### config.mk
export PLATFORM = sky130hd
export DESIGN_NAME = spes_regs
export DESIGN_NICKNAME = d
export VERILOG_FILES = /design/src/hdl/spes_pkg.sv /design/src/hdl/spes_port_status.sv /design/src/hdl/spes_regs.sv
export SDC_FILE = /design/constraint.sdc
export NUM_CORES = 1
export LEC_CHECK = 0
export BUFFER_PORTS_ARGS = -buffer_cell sky130_fd_sc_hd__buf_2
export CAP_MARGIN = 10
export CORE_MARGIN = 8
export CORE_UTILIZATION = 50
export DETAILED_ROUTE_END_ITERATION = 12
export PLACE_DENSITY = 0.76
export SYNTH_ARGS = -nofsm -noshare
export SYNTH_HDL_FRONTEND = slang
export SYNTH_SLANG_ARGS = --single-unit
### constraint.sdc
create_clock -name CLK_IN -period 5.3 [get_ports CLK_IN]
set_input_delay 0.795 -clock CLK_IN [delete_from_list [all_inputs] [get_ports CLK_IN]]
set_output_delay 0.795 -clock CLK_IN [all_outputs]
set_load 0.005 [all_outputs]
### src/hdl/spes_pkg.sv
/*
 * constants of the serial port status and control register bank.
 * assumes byte addressing on a 32-bit avalon-mm slave port.
 */
package spes_pkg;
    localparam int          NUM_PORTS    = 4;
    localparam int          BE_W         = 4;

    // port control registers, one per port
    localparam logic [15:0] CTL_OFS [4]  = '{16'h115C, 16'h117C,
                                             16'h119C, 16'h11BC};
    // port error and status registers, one per port
    localparam logic [15:0] ERR_OFS [4]  = '{16'h1158, 16'h1178,
                                             16'h1198, 16'h11B8};
    // bank-level registers
    localparam logic [15:0] MODE_OFS     = 16'h1000;
    localparam logic [15:0] IRQ_STAT_OFS = 16'h1004;
    localparam logic [15:0] IRQ_MASK_OFS = 16'h1008;

    // error and status field positions
    localparam int B_OUT_RETRY_SEEN = 20;
    localparam int B_OUT_RETRIED    = 19;
    localparam int B_OUT_RETRY_STP  = 18;
    localparam int B_OUT_ERR_SEEN   = 17;
    localparam int B_OUT_ERR_STP    = 16;
    localparam int B_IN_RETRY_STP   = 10;
    localparam int B_IN_ERR_SEEN    = 9;
    localparam int B_IN_ERR_STP     = 8;
    localparam int B_MAINT_PND      = 4;
    localparam int B_PORT_ERR       = 2;
    localparam int B_PORT_OK        = 1;
    localparam int B_UNINIT         = 0;

    // control field positions
    localparam int B_HW_WIDTH_LO    = 30;
    localparam int B_INIT_WIDTH_LO  = 27;

    // hardware width codes
    localparam logic [1:0] HW_W_1LANE   = 2'h0;
    localparam logic [1:0] HW_W_4LANE   = 2'h1;
    // initialized width codes
    localparam logic [2:0] INIT_W_LANE0 = 3'h0;
    localparam logic [2:0] INIT_W_LANE2 = 3'h1;
    localparam logic [2:0] INIT_W_4LANE = 3'h2;

    // mode register fields and reset value
    localparam int B_SINGLE_LANE_SEL    = 0;
    localparam int B_PORT_MODE_LO       = 1;
    localparam logic [1:0] PMODE_SINGLE = 2'h0;
    localparam logic [1:0] PMODE_MULTI  = 2'h1;
    localparam logic [2:0] MODE_RST     = 3'h0;

    // interrupt status layout: four events per port
    localparam int EV_PER_PORT      = 4;
endpackage : spes_pkg

### src/hdl/spes_port_status.sv
/*
 * error and status flags of one serial port.
 * assumes link-side inputs come from logic on the same clock.
 */
module spes_port_status (
    // clock and reset
    input  wire logic        clk_in,
    input  wire logic        srst_in,
    // link-side events and states
    input  wire logic        retry_sym_in,
    input  wire logic        ack_sym_in,
    input  wire logic        out_err_stop_in,
    input  wire logic        in_retry_stop_in,
    input  wire logic        in_err_stop_in,
    input  wire logic        maint_wr_req_in,
    input  wire logic        unrecov_in,
    input  wire logic        init_in,
    input  wire logic        sym_ok_in,
    // write-one-to-clear mask, zero outside a taken write
    input  wire logic [31:0] w1c_in,
    // status word and set events
    output logic      [31:0] stat_out,
    output logic      [3:0]  event_out
);
    logic out_retry_stopped_ff;
    logic out_retried_ff;
    logic out_retry_seen_ff;
    logic out_error_stopped_ff;
    logic out_tx_error_seen_ff;
    logic in_retry_stopped_ff;
    logic in_error_stopped_ff;
    logic in_tx_error_seen_ff;
    logic maint_write_pending_ff;
    logic port_err_ff;
    logic port_ok_ff;
    logic uninit_ff;
    logic set_retry_seen;
    logic set_out_err;
    logic set_in_err;

    // rising edges of the stopped states
    assign set_retry_seen = retry_sym_in & ~out_retry_stopped_ff;
    assign set_out_err    = out_err_stop_in & ~out_error_stopped_ff;
    assign set_in_err     = in_err_stop_in & ~in_error_stopped_ff;

    // output retry-stopped state and retried flag
    always_ff @(posedge clk_in) begin
        if (srst_in) begin
            out_retry_stopped_ff <= 1'b0;
            out_retried_ff       <= 1'b0;
        end else if (retry_sym_in) begin
            out_retry_stopped_ff <= 1'b1;
            out_retried_ff       <= 1'b1;
        end else if (ack_sym_in) begin
            out_retry_stopped_ff <= 1'b0;
            out_retried_ff       <= 1'b0;
        end
    end

    // mirrored stopped states
    always_ff @(posedge clk_in) begin
        if (srst_in) begin
            out_error_stopped_ff <= 1'b0;
            in_retry_stopped_ff  <= 1'b0;
            in_error_stopped_ff  <= 1'b0;
        end else begin
            out_error_stopped_ff <= out_err_stop_in;
            in_retry_stopped_ff  <= in_retry_stop_in;
            in_error_stopped_ff  <= in_err_stop_in;
        end
    end

    // sticky flags, a set beats a same-cycle clear
    always_ff @(posedge clk_in) begin
        if (srst_in) begin
            out_retry_seen_ff      <= 1'b0;
            out_tx_error_seen_ff   <= 1'b0;
            in_tx_error_seen_ff    <= 1'b0;
            maint_write_pending_ff <= 1'b0;
            port_err_ff            <= 1'b0;
        end else begin
            out_retry_seen_ff <= (out_retry_seen_ff &
                ~w1c_in[spes_pkg::B_OUT_RETRY_SEEN]) | set_retry_seen;
            out_tx_error_seen_ff <= (out_tx_error_seen_ff &
                ~w1c_in[spes_pkg::B_OUT_ERR_SEEN]) | set_out_err;
            in_tx_error_seen_ff <= (in_tx_error_seen_ff &
                ~w1c_in[spes_pkg::B_IN_ERR_SEEN]) | set_in_err;
            maint_write_pending_ff <= (maint_write_pending_ff &
                ~w1c_in[spes_pkg::B_MAINT_PND]) | maint_wr_req_in;
            port_err_ff <= (port_err_ff &
                ~w1c_in[spes_pkg::B_PORT_ERR]) | unrecov_in;
        end
    end

    // port ok and uninitialized, never both high
    always_ff @(posedge clk_in) begin
        if (srst_in) begin
            port_ok_ff <= 1'b0;
            uninit_ff  <= 1'b1;
        end else begin
            port_ok_ff <= init_in & sym_ok_in;
            uninit_ff  <= ~init_in;
        end
    end

    // status word, reserved bits stay zero
    always_comb begin
        stat_out = '0;
        stat_out[spes_pkg::B_OUT_RETRY_SEEN] = out_retry_seen_ff;
        stat_out[spes_pkg::B_OUT_RETRIED]    = out_retried_ff;
        stat_out[spes_pkg::B_OUT_RETRY_STP]  = out_retry_stopped_ff;
        stat_out[spes_pkg::B_OUT_ERR_SEEN]   = out_tx_error_seen_ff;
        stat_out[spes_pkg::B_OUT_ERR_STP]    = out_error_stopped_ff;
        stat_out[spes_pkg::B_IN_RETRY_STP]   = in_retry_stopped_ff;
        stat_out[spes_pkg::B_IN_ERR_SEEN]    = in_tx_error_seen_ff;
        stat_out[spes_pkg::B_IN_ERR_STP]     = in_error_stopped_ff;
        stat_out[spes_pkg::B_MAINT_PND]      = maint_write_pending_ff;
        stat_out[spes_pkg::B_PORT_ERR]       = port_err_ff;
        stat_out[spes_pkg::B_PORT_OK]        = port_ok_ff;
        stat_out[spes_pkg::B_UNINIT]         = uninit_ff;
    end

    // events that raise interrupt status bits
    assign event_out = {unrecov_in, maint_wr_req_in, set_in_err, set_out_err};
endmodule // spes_port_status

### src/hdl/spes_regs.sv
/*
 * status, width and interrupt registers of four serial ports.
 * assumes avalon-mm with waitrequest; link inputs on CLK_IN.
 */
// How it works
// output retry-stopped flag follows retry state
// output error seen sticks on error-stop
// output error-stopped flag mirrors output state
// input retry-stopped flag mirrors input state
// input error seen sticks on error-stop
// input error-stopped flag mirrors input state
// reserved status bits always read zero
// port-write pending sticks until written one
// unrecoverable error sticks until written one
// port ok needs init and clean symbols
// uninitialized flag never with port ok
// four control registers at fixed offsets
// multi-port mode allows single lane only
// single-port mode: four lanes or one
// hardware width field encodes lane capability
// initialized width field reports trained width
// retried flag clears on accept symbols
// output retry seen sticks on retry-stop
// set beats same-cycle software clear
module spes_regs (
    // clock and reset
    input  wire logic        CLK_IN,
    input  wire logic        SRST_IN,
    // avalon-mm slave
    input  wire logic [15:0] AVS_ADDRESS_IN,
    input  wire logic        AVS_READ_IN,
    input  wire logic        AVS_WRITE_IN,
    input  wire logic [31:0] AVS_WRITEDATA_IN,
    input  wire logic [3:0]  AVS_BYTEENABLE_IN,
    output logic      [31:0] AVS_READDATA_OUT,
    output logic             AVS_WAITREQUEST_OUT,
    // per-port link events, one bit per port
    input  wire logic [3:0]  RETRY_SYM_IN,
    input  wire logic [3:0]  ACK_SYM_IN,
    input  wire logic [3:0]  OUT_ERR_STOP_IN,
    input  wire logic [3:0]  IN_RETRY_STOP_IN,
    input  wire logic [3:0]  IN_ERR_STOP_IN,
    input  wire logic [3:0]  MAINT_WR_REQ_IN,
    input  wire logic [3:0]  UNRECOV_ERR_IN,
    input  wire logic [3:0]  PORT_INIT_IN,
    input  wire logic [3:0]  SYM_OK_IN,
    // trained width of port 0 in single-port mode
    input  wire logic [2:0]  TRAINED_WIDTH_IN,
    // interrupt
    output logic             IRQ_OUT
);
    localparam int NP = spes_pkg::NUM_PORTS;
    localparam int EP = spes_pkg::EV_PER_PORT;

    logic                     wait_ff;
    logic [31:0]              rdata_ff;
    logic [31:0]              nxt_rdata;
    logic                     irq_ff;
    logic [2:0]               mode_ff;
    logic [15:0]              irq_stat_ff;
    logic [15:0]              irq_mask_ff;
    logic                     req;
    logic                     take_wr;
    logic [31:0]              wmask;
    logic                     multi_port;
    logic [31:0]              stat_word [4];
    logic [31:0]              ctl_word  [4];
    logic [31:0]              w1c       [4];
    logic [15:0]              irq_set;
    logic [2:0]               legal_width;

    // bus request and write acceptance
    assign req     = AVS_READ_IN | AVS_WRITE_IN;
    assign take_wr = AVS_WRITE_IN & ~wait_ff;

    // write data gated by the byte enables into a bit mask
    always_comb begin
        wmask = '0;
        for (int b = 0; b < spes_pkg::BE_W; b++) begin
            if (AVS_BYTEENABLE_IN[b]) begin
                wmask[b*8 +: 8] = AVS_WRITEDATA_IN[b*8 +: 8];
            end
        end
    end

    // wait state: one cycle of waitrequest high, then one low
    always_ff @(posedge CLK_IN) begin
        if (SRST_IN) begin
            wait_ff <= 1'b1;
        end else if (req && wait_ff) begin
            wait_ff <= 1'b0;
        end else begin
            wait_ff <= 1'b1;
        end
    end

    // read data captured when the request is first seen
    always_ff @(posedge CLK_IN) begin
        if (SRST_IN) begin
            rdata_ff <= '0;
        end else if (AVS_READ_IN && wait_ff) begin
            rdata_ff <= nxt_rdata;
        end
    end

    // port mode register: single-lane select and port mode select
    always_ff @(posedge CLK_IN) begin
        if (SRST_IN) begin
            mode_ff <= spes_pkg::MODE_RST;
        end else if (take_wr && AVS_ADDRESS_IN == spes_pkg::MODE_OFS
                     && AVS_BYTEENABLE_IN[0]) begin
            mode_ff <= AVS_WRITEDATA_IN[2:0];
        end
    end

    // multi-port mode only with select 1 and mode 01
    assign multi_port =
        mode_ff[spes_pkg::B_SINGLE_LANE_SEL] &&
        mode_ff[spes_pkg::B_PORT_MODE_LO +: 2] == spes_pkg::PMODE_MULTI;

    // trained width filtered to legal codes
    always_comb begin
        case (TRAINED_WIDTH_IN)
            spes_pkg::INIT_W_LANE0: legal_width = spes_pkg::INIT_W_LANE0;
            spes_pkg::INIT_W_LANE2: legal_width = spes_pkg::INIT_W_LANE2;
            spes_pkg::INIT_W_4LANE: legal_width = spes_pkg::INIT_W_4LANE;
            default:                legal_width = spes_pkg::INIT_W_LANE0;
        endcase
    end

    // per-port status blocks and control words
    generate
        for (genvar p = 0; p < NP; p++) begin : g_port
            // clear mask only for a taken write to this port's status
            assign w1c[p] = (take_wr &&
                AVS_ADDRESS_IN == spes_pkg::ERR_OFS[p]) ? wmask : '0;

            spes_port_status u_stat (
                .clk_in           (CLK_IN),
                .srst_in          (SRST_IN),
                .retry_sym_in     (RETRY_SYM_IN[p]),
                .ack_sym_in       (ACK_SYM_IN[p]),
                .out_err_stop_in  (OUT_ERR_STOP_IN[p]),
                .in_retry_stop_in (IN_RETRY_STOP_IN[p]),
                .in_err_stop_in   (IN_ERR_STOP_IN[p]),
                .maint_wr_req_in  (MAINT_WR_REQ_IN[p]),
                .unrecov_in       (UNRECOV_ERR_IN[p]),
                .init_in          (PORT_INIT_IN[p]),
                .sym_ok_in        (SYM_OK_IN[p]),
                .w1c_in           (w1c[p]),
                .stat_out         (stat_word[p]),
                .event_out        (irq_set[p*EP +: EP])
            );

            // width fields; other control bits read zero
            always_comb begin
                ctl_word[p] = '0;
                if (p == 0 && !multi_port) begin
                    // four-lane capable only on port 0
                    ctl_word[p][spes_pkg::B_HW_WIDTH_LO +: 2] =
                        spes_pkg::HW_W_4LANE;
                    ctl_word[p][spes_pkg::B_INIT_WIDTH_LO +: 3] =
                        legal_width;
                end else begin
                    // single lane on lane 0 only
                    ctl_word[p][spes_pkg::B_HW_WIDTH_LO +: 2] =
                        spes_pkg::HW_W_1LANE;
                    ctl_word[p][spes_pkg::B_INIT_WIDTH_LO +: 3] =
                        spes_pkg::INIT_W_LANE0;
                end
            end
        end
    endgenerate

    // interrupt mask register
    always_ff @(posedge CLK_IN) begin
        if (SRST_IN) begin
            irq_mask_ff <= '0;
        end else if (take_wr &&
                     AVS_ADDRESS_IN == spes_pkg::IRQ_MASK_OFS) begin
            irq_mask_ff <= wmask[15:0] |
                (irq_mask_ff & ~{{8{AVS_BYTEENABLE_IN[1]}},
                                 {8{AVS_BYTEENABLE_IN[0]}}});
        end
    end

    // interrupt status: events set, write one clears, set wins
    always_ff @(posedge CLK_IN) begin
        if (SRST_IN) begin
            irq_stat_ff <= '0;
        end else if (take_wr &&
                     AVS_ADDRESS_IN == spes_pkg::IRQ_STAT_OFS) begin
            irq_stat_ff <= (irq_stat_ff & ~wmask[15:0]) | irq_set;
        end else begin
            irq_stat_ff <= irq_stat_ff | irq_set;
        end
    end

    // level interrupt from unmasked status
    always_ff @(posedge CLK_IN) begin
        if (SRST_IN) begin
            irq_ff <= 1'b0;
        end else begin
            irq_ff <= |(irq_stat_ff & irq_mask_ff);
        end
    end

    // read decode; unmapped addresses read zero
    always_comb begin
        nxt_rdata = '0;
        case (AVS_ADDRESS_IN)
            spes_pkg::MODE_OFS:     nxt_rdata[2:0]  = mode_ff;
            spes_pkg::IRQ_STAT_OFS: nxt_rdata[15:0] = irq_stat_ff;
            spes_pkg::IRQ_MASK_OFS: nxt_rdata[15:0] = irq_mask_ff;
            default:                nxt_rdata       = '0;
        endcase
        for (int p = 0; p < NP; p++) begin
            if (AVS_ADDRESS_IN == spes_pkg::ERR_OFS[p]) begin
                nxt_rdata = stat_word[p];
            end
            if (AVS_ADDRESS_IN == spes_pkg::CTL_OFS[p]) begin
                nxt_rdata = ctl_word[p];
            end
        end
    end

    // outputs straight from flip-flops
    assign AVS_READDATA_OUT    = rdata_ff;
    assign AVS_WAITREQUEST_OUT = wait_ff;
    assign IRQ_OUT             = irq_ff;
endmodule // spes_regs

* After elaboration in Yosys (flattened, before gate mapping)
Index checks and enable logic that the tools add are counted.
Word-level totals: register bits after elaboration 113, bits of input ports 95, output and inout port bits 34, word-level logic and storage cells 212
Operators by class: reduce and logical (&&, ||, !) cells 16, bitwise gates (word level) 103, equal/unequal tests 14, multiplexer cells 29
Operator list (number):
- two-way mux 32 bit | 7
- equality test 16 x 13 -> 1 bit, second input constant | 11
- two-way mux 21 bit | 5
- AND 16 bit | 3
- bitwise OR 16 bit | 3
- AND 1 bit | 37
- inverter 1 bit | 37
- inverter 16 bit | 2
- case mux 13 bit (2 select lines) | 1
- bitwise OR 1 bit | 21
- two-way mux 16 bit | 1
- two-way mux 8 bit | 2
- OR reduction 16 bit | 1
- logical AND 1 bit | 11
- two-way mux 1 bit | 9
- case mux 3 bit (3 select lines) | 1
- nonzero test 2 bit | 4
- two-way mux 5 bit | 1
- two-way mux 4 bit | 1
- case mux 2 bit (2 select lines) | 1
- equality test 3 x 1 -> 1 bit, second input constant | 1
- equality test 3 x 2 -> 1 bit, second input constant | 1
- equality test 2 x 1 -> 1 bit, second input constant | 1

* Depth between registers and ports, before layout
Gate-level depths: netlist of the first run.
word-level depth 10, mapped depth 7, depth with buffers taken out 5

* Modules after synthesis
A second synthesis of the first run with hierarchy kept.
Second synthesis, totals: cells, all modules 920, area total of the unflattened synthesis 7116.8 um^2
By module, submodules not included:
- spes_regs | sequential area each 1381.3 um^2, instances 1, area each 4474.3 um^2, cells each 628
- spes_port_status | sequential area each 220.2 um^2, instances 4, area each 660.6 um^2, cells each 73

* Worst setup path after synthesis of the first run
No wires, ideal clock.
kind in2reg, from input port AVS_ADDRESS_IN[7], to register with a tool-made name, required time 5.172 ns, cell stages on the path 7, slack 2.933 ns, setup time 0.128 ns, path buffers 2, data arrival time 2.240 ns, path through buf_2 -> nor4_4 -> nand4_2 -> buf_6 -> nor3_4 -> mux2i_1 -> nor2_1
RTL lines:
- start, declared | line spes_regs.sv:30 | input wire logic [15:0] AVS_ADDRESS_IN,

* Worst setup path in the final report of the first run
from input port AVS_ADDRESS_IN[13], to register irq_stat_ff[5]
On the way: longest elaborated chain between the ends 3
RTL lines:
- equality test 16 x 13 -> 1 bit | line spes_regs.sv:192 | AVS_ADDRESS_IN == spes_pkg::IRQ_STAT_OFS) begin
- logical AND 1 bit | line spes_regs.sv:191 | end else if (take_wr &&
- two-way mux 16 bit | line spes_regs.sv:191
- end signal, assigned | line spes_regs.sv:193 | irq_stat_ff <= (irq_stat_ff & ~wmask[15:0]) | irq_set;
- end signal, assigned | line spes_regs.sv:195 | irq_stat_ff <= irq_stat_ff | irq_set;
- end, declared | line spes_regs.sv:60 | logic [15:0] irq_stat_ff;
Every way passes these cells. A chain may end at the register's enable or synchronous reset.

==> results of run 1 <==
[power breakdown]
| part | internal [mW] | switching, mW | total [mW] |
|---|---|---|---|
| combinational | 0.0560 | 0.0831 | 0.139 |
| sequential | 0.812 | 0.0195 | 0.831 |
| clock | 0.200 | 0.279 | 0.479 |
[layout by cell type (no fill, tap or decap), types with 13 or more instances in the layout]
cell type / n
inv_1: 16
o21ai_0: 38
dfxtp_1: 104
mux2i_1: 23
buf_2: 105
nand2_1: 47
a311oi_1: 13
a21oi_1: 37
a22oi_1: 20
nand2b_1: 15
nor2_1: 43
nor2b_1: 20
[logic make-up (layout without fill, tap and decap cells)]
logic type	after synthesis	after routing	synth area share
simple gates	174	174	0.215
buf+inv	47	141	0.0494
flops	104	104	0.469
compound gates	143	143	0.209
other cells	1	8	0.000845
mux	25	25	0.0570
[critical path: cells and delay by family]
family / cells / cell delay, ns
simple gates: 4 / 1.85
buf+inv: 1 / 0.11
compound gates: 1 / 0.19
[layer usage]
metal	track usage	routed length (um)	vias up
met4	0.0704	323	0
met3	0.0517	1240	33
li1	-	-	1958
met1	0.272	5320	1948
met5	0	0	-
met2	0.335	6030	191
[stage by stage]
| stage | hold slack (ns) | setup WS, ns | utilization | area [sq um] |
|---|---|---|---|---|
| floorplan | 0.446 | 2.93 | - | 4460 |
| global placement | 0.433 | 2.24 | 0.575 | 4990 |
| detailed placement | 0.438 | 2.18 | 0.575 | 4990 |
| CTS | 0.462 | 2.60 | 0.597 | 5180 |
| global route | 0.481 | 2.42 | 0.597 | 5180 |
| finish | 0.457 | 2.59 | 0.597 | 5180 |
[cell type report]
class | instances | area, sq um
clock buffer | 11 | 151
multi-input combinational | 350 | 2160
clock inverter | 5 | 38.8
inverter | 16 | 60.1
tap | 108 | 135
sequential | 104 | 2080
fill | 795 | 3490
timing repair buffer | 109 | 556
[worst paths after layout]
check                                                   endpoint  depth (start not counted)                        startpoint  slack, ns
worst max-delay path                   irq_stat_ff[5]$_SDFF_PP0_                          6                AVS_ADDRESS_IN[13]       2.59
worst min-delay path            AVS_READDATA_OUT[7]$_SDFFE_PP0P_                          2  AVS_READDATA_OUT[7]$_SDFFE_PP0P_       0.46
worst max register to register                              flop                          5    AVS_WAITREQUEST_OUT$_SDFF_PP1_       3.08
worst min register to register  AVS_READDATA_OUT[7]$_SDFFE_PP0P_                          2  AVS_READDATA_OUT[7]$_SDFFE_PP0P_       0.46
==> flow_metrics.py, run 1 <==
metrics = {
    "status": {
        "status": "finished, final reports clean",
    },
    "grt": {
        "track_usage": 0.210,
        "grt_pass1_wl_mm": 19.9,
        "grt_pass1_vias": 4001,
        "grt_start_max_net_pins": 49,
        "grt-ovfl-total": 0,
        "antenna_found_initial": 0,
    },
    "cts": {
        "root_buffer": "clkbuf_8",
        "clock_latency_ns": 0.37,
        "cts_tree": "built",
        "clockBufferDepth": 2,
        "cts_resized": 0,
        "cts_hold_buf": 0,
        "post_cts_buffers": 0,
        "cts_buffers": 9,
        "path_clk_slew_ns": 0.10,
        "htree_levels": 3,
        "cts_sinks": 104,
    },
    "detailed_routing": {
        "via_per_inst": 5.87,
        "wirelength_mm": 12.9,
        "drtIter0Drc": 460,
        "vias": 4130,
        "ant_nets": 0,
        "firstDrtPassIters": 5,
        "wl_per_cell_um": 18.4,
        "drc": 0,
    },
    "finish": {
        "finalNetCount": 685,
        "syn_to_final_growth_pct": 16.9,
        "antenna_cells": 0,
        "fin_cells": 703,
        "drive_above_1_share": 0.225,
    },
    "setup_path": {
        "critPathMaxFanout": 12,
        "cp.arrival_ns": 2.94,
        "worst_setup_path_end_kind": "flop",
        "start_kind": "input pin",
        "cpPeakStageDelay_ns": 0.58,
        "path_class": "in -> reg",
        "worstPathCellList": "buf_2, nor4b_4, nand4_2, nand2b_1, nor2_1, a311oi_1",
        "slowest_stage": "nor2_1",
        "required_ns": 5.53,
    },
    "logic_synthesis": {
        "synth_top_area_frac": 0.469,
        "synth_cell_types": 47,
        "post-synth-top-count-cell": "dfxtp_1",
        "synth-async-reset-ratio": 0,
        "syn_inst": 494,
        "yosys_warnings": 0,
        "synth_area_sq_um": 4440,
        "ys_ff_latch": 104,
        "synth_ff_type": "dfxtp_1",
        "synth_edf_count": 0,
        "yosysTopAreaCell": "dfxtp_1",
        "synthTopCellsByCount": "dfxtp_1 (104), nand2_1 (47), nor2_1 (43)",
        "synthTopCellsByArea": "dfxtp_1 (47%), mux2i_1 (5.2%), o21ai_0 (4.3%)",
        "ys_seq_area_frac": 0.469,
        "syn_avg_cell_area_sq_um": 8.98,
    },
    "power_and_ir_drop": {
        "power_density_nw_per_um2": 280,
        "p_total_mw": 1.45,
        "ir_worst_vdd_mv": 0.128,
        "power.leakage_nw": 2.11,
    },
    "floorplanning": {
        "row_count": 34,
        "die_w_um": 110,
        "start_util": 0.511,
        "die_area_sq_um": 12100,
        "core-area_sq_um": 8680,
        "die-height_um": 110,
        "io_pins": 129,
    },
    "timing": {
        "fin_skew_ns": 0.00488,
        "max_slew_margin": 0.521,
        "fin_crit_ns": 2.71,
        "fmax_ghz": 0.369,
        "worst_pin_slew_ns": 0.716,
        "hold_viol": 0,
        "setup_viol": 0,
        "post-route-period-util": 0.512,
        "grt_setup_unrepaired": "no",
        "finalSetupTns_ns": 0,
        "maxSlewViolCount": 0,
    },
    "placed_design": {
        "hpwl_mm": 9.84,
        "dp.cells": 687,
        "io_buffers": 105,
        "gp_congestion": 0.934,
    },
    "hold_path": {
        "min_path_type": "reg -> reg",
    },
    "run": {
        "max-cap-violations": 0,
    },
}
(Power assumes the default switching activity.)
==> run 2: changes to the inputs <==
==> constraint.sdc (replaced) <==
create_clock -name CLK_IN -period 2.6 [get_ports CLK_IN]
set_input_delay 0.39 -clock CLK_IN [delete_from_list [all_inputs] [get_ports CLK_IN]]
set_output_delay 0.39 -clock CLK_IN [all_outputs]
set_load 0.005 [all_outputs]
==> run 2 against run 1 <==
  * First-iteration DRC count down 31%
  * Global-route usage rose by 0.49 points
  * Routed wire length rose by 2.2%
  * Sequential power is 100% higher
  * Combinational power rose by 110%
  * Register-to-register slack got worse by 2.1 ns
  * Critical path depth grew 1
  * Critical endpoint is now irq_stat_ff[2]$_SDFF_PP0_
==> flow_metrics.py, run 2 (synthesis gave the netlist of run 1 again) <==
metrics = {
    "setup_path": {
        "ff2ff_setup_slack_ns": 0.94,
        "critPathMaxFanout": 9,
        "rr_startpoint": "AVS_WAITREQUEST_OUT$_SDFF_PP1_",
        "rr_worst_depth": 7,
        "required_ns": 2.84,
        "cp.arrival_ns": 2.19,
        "worst_setup_path_end_kind": "flop",
        "path_class": "in -> reg",
        "start_kind": "input pin",
    },
    "timing": {
        "max_slew_margin": 0.661,
        "fin_hold_ws_ns": 0.186,
        "fin_skew_ns": 0.00915,
        "fmax_ghz": 0.511,
        "finalSetupTns_ns": 0,
        "setup_viol": 0,
        "fin_crit_ns": 1.96,
        "maxSlewViolCount": 0,
        "hold_viol": 0,
        "grt_setup_unrepaired": "no",
        "final.setup.worst_slack_ns": 0.642,
        "worst_pin_slew_ns": 0.503,
        "post-route-period-util": 0.753,
    },
    "floorplanning": {
        "die-height_um": 110,
        "start_util": 0.511,
        "row_count": 34,
        "io_pins": 129,
        "die_area_sq_um": 12100,
        "core-area_sq_um": 8680,
        "die_w_um": 110,
    },
    "hold_path": {
        "hold-path-endpoint": "g_port[1].u_stat.uninit_ff$_SDFF_PP1_",
        "hold_start": "PORT_INIT_IN[1]",
        "min_path_type": "in -> reg",
        "min_path_cells": 2,
    },
    "finish": {
        "layout_commonest_cell": "buf_2",
        "antenna_cells": 0,
        "fin_cells": 717,
        "mostFrequentLayoutCells": "buf_2 (105), dfxtp_1 (104), nand2_1 (47)",
        "finalNetCount": 699,
        "utilization": 0.613,
        "design_area_sq_um": 5320,
        "syn_to_final_growth_pct": 19.9,
        "drive_above_1_share": 0.243,
    },
    "grt": {
        "track_usage": 0.215,
        "grt_pass1_vias": 4054,
        "grt_pass1_wl_mm": 20.3,
        "grt-ovfl-total": 0,
        "antenna_found_initial": 0,
        "grt_start_max_net_pins": 43,
    },
    "placed_design": {
        "dp.cells": 701,
        "placed_area_sq_um": 5100,
        "io_buffers": 105,
        "hpwl_mm": 10.1,
        "gp_congestion": 0.884,
        "dp_slack_ns": 0.236,
    },
    "power_and_ir_drop": {
        "combPwrFrac": 0.094,
        "power_density_nw_per_um2": 583,
        "intPower_mw": 2.34,
        "ir_worst_vdd_mv": 0.276,
        "power.leakage_nw": 2.20,
        "power.share.sequential": 0.546,
        "p_sw_frac": 0.246,
        "p_clk_frac": 0.360,
        "p_sw_mw": 0.763,
        "p_total_mw": 3.10,
    },
    "cts": {
        "htree_levels": 3,
        "path_clk_slew_ns": 0.09,
        "clockBufferDepth": 2,
        "cts_buffers": 9,
        "cts_hold_buf": 0,
        "cts_sinks": 104,
        "cts_tree": "built",
        "root_buffer": "clkbuf_8",
        "post_cts_buffers": 0,
        "clock_latency_ns": 0.37,
        "cts_resized": 0,
    },
    "detailed_routing": {
        "via_per_inst": 5.78,
        "vias": 4141,
        "wirelength_mm": 13.2,
        "drc": 0,
        "drtIter0Drc": 316,
        "ant_nets": 0,
        "firstDrtPassIters": 5,
        "wl_per_cell_um": 18.4,
    },
    "status": {
        "status": "finished, final reports clean",
    },
    "run": {
        "max-cap-violations": 0,
    },
}
## run 2: changes by cell type in the layout (fill, tap and decap cells not counted), sizes merged
| cell | delta |
|---|---|
| bufinv | +2 |
| clkinv | +1 |
| buf | +14 |
| inv | -2 |
| clkbuf | -1 |
## run 2: critical path, stage by stage
cell and delay [ns]:
buf_2 0.11, nor4b_4 0.43, nand4_2 0.41, nand2b_1 0.32
nor2_1 0.23, buf_4 0.20, a311oi_1 0.10
## run 2: cell type report
| cell class | count | area (sq um) |
|---|---|---|
| Fill cell | 758 | 3360 |
| Multi-Input combinational cell | 350 | 2160 |
| Sequential cell | 104 | 2080 |
| Timing Repair Buffer | 123 | 661 |
| Clock buffer | 10 | 138 |
| Tap cell | 108 | 135 |
| Clock inverter | 6 | 82.6 |
| Inverter | 16 | 60.1 |
## run 2: layer usage
layer / global-route usage / part of all wire / vias to the layer above
li1: - / - / 1986
met2: 0.340 / 0.46 / 173
met4: 0.107 / 0.027 / 0
met1: 0.273 / 0.43 / 1952
met3: 0.0442 / 0.083 / 30
met5: 0 / 0 / -
## run 2: power by group through the flow
stage | Sequential (mW) | Clock, mW | Combinational (mW)
CTS | 1.69 | 1.12 | 0.286
floorplan | 1.72 | 0 | 0.163
finish | 1.69 | 1.12 | 0.290
global route | 1.70 | 1.19 | 0.317
detailed placement | 1.73 | 0 | 0.285
global placement | 1.73 | 0 | 0.276
## run 2: worst max path at each step
stage,from,endpoint,slack [ns],cells after the start
after detailed placement,AVS_ADDRESS_IN[13],irq_stat_ff[2]$_SDFF_PP0_,0.24,7
final,AVS_ADDRESS_IN[13],irq_stat_ff[2]$_SDFF_PP0_,0.64,7
after CTS,AVS_ADDRESS_IN[13],irq_stat_ff[2]$_SDFF_PP0_,0.64,7
after global placement,AVS_ADDRESS_IN[13],irq_stat_ff[2]$_SDFF_PP0_,0.28,7
after floorplan,AVS_ADDRESS_IN[7],flop,0.64,7
after global routing,AVS_ADDRESS_IN[13],irq_stat_ff[2]$_SDFF_PP0_,0.53,7
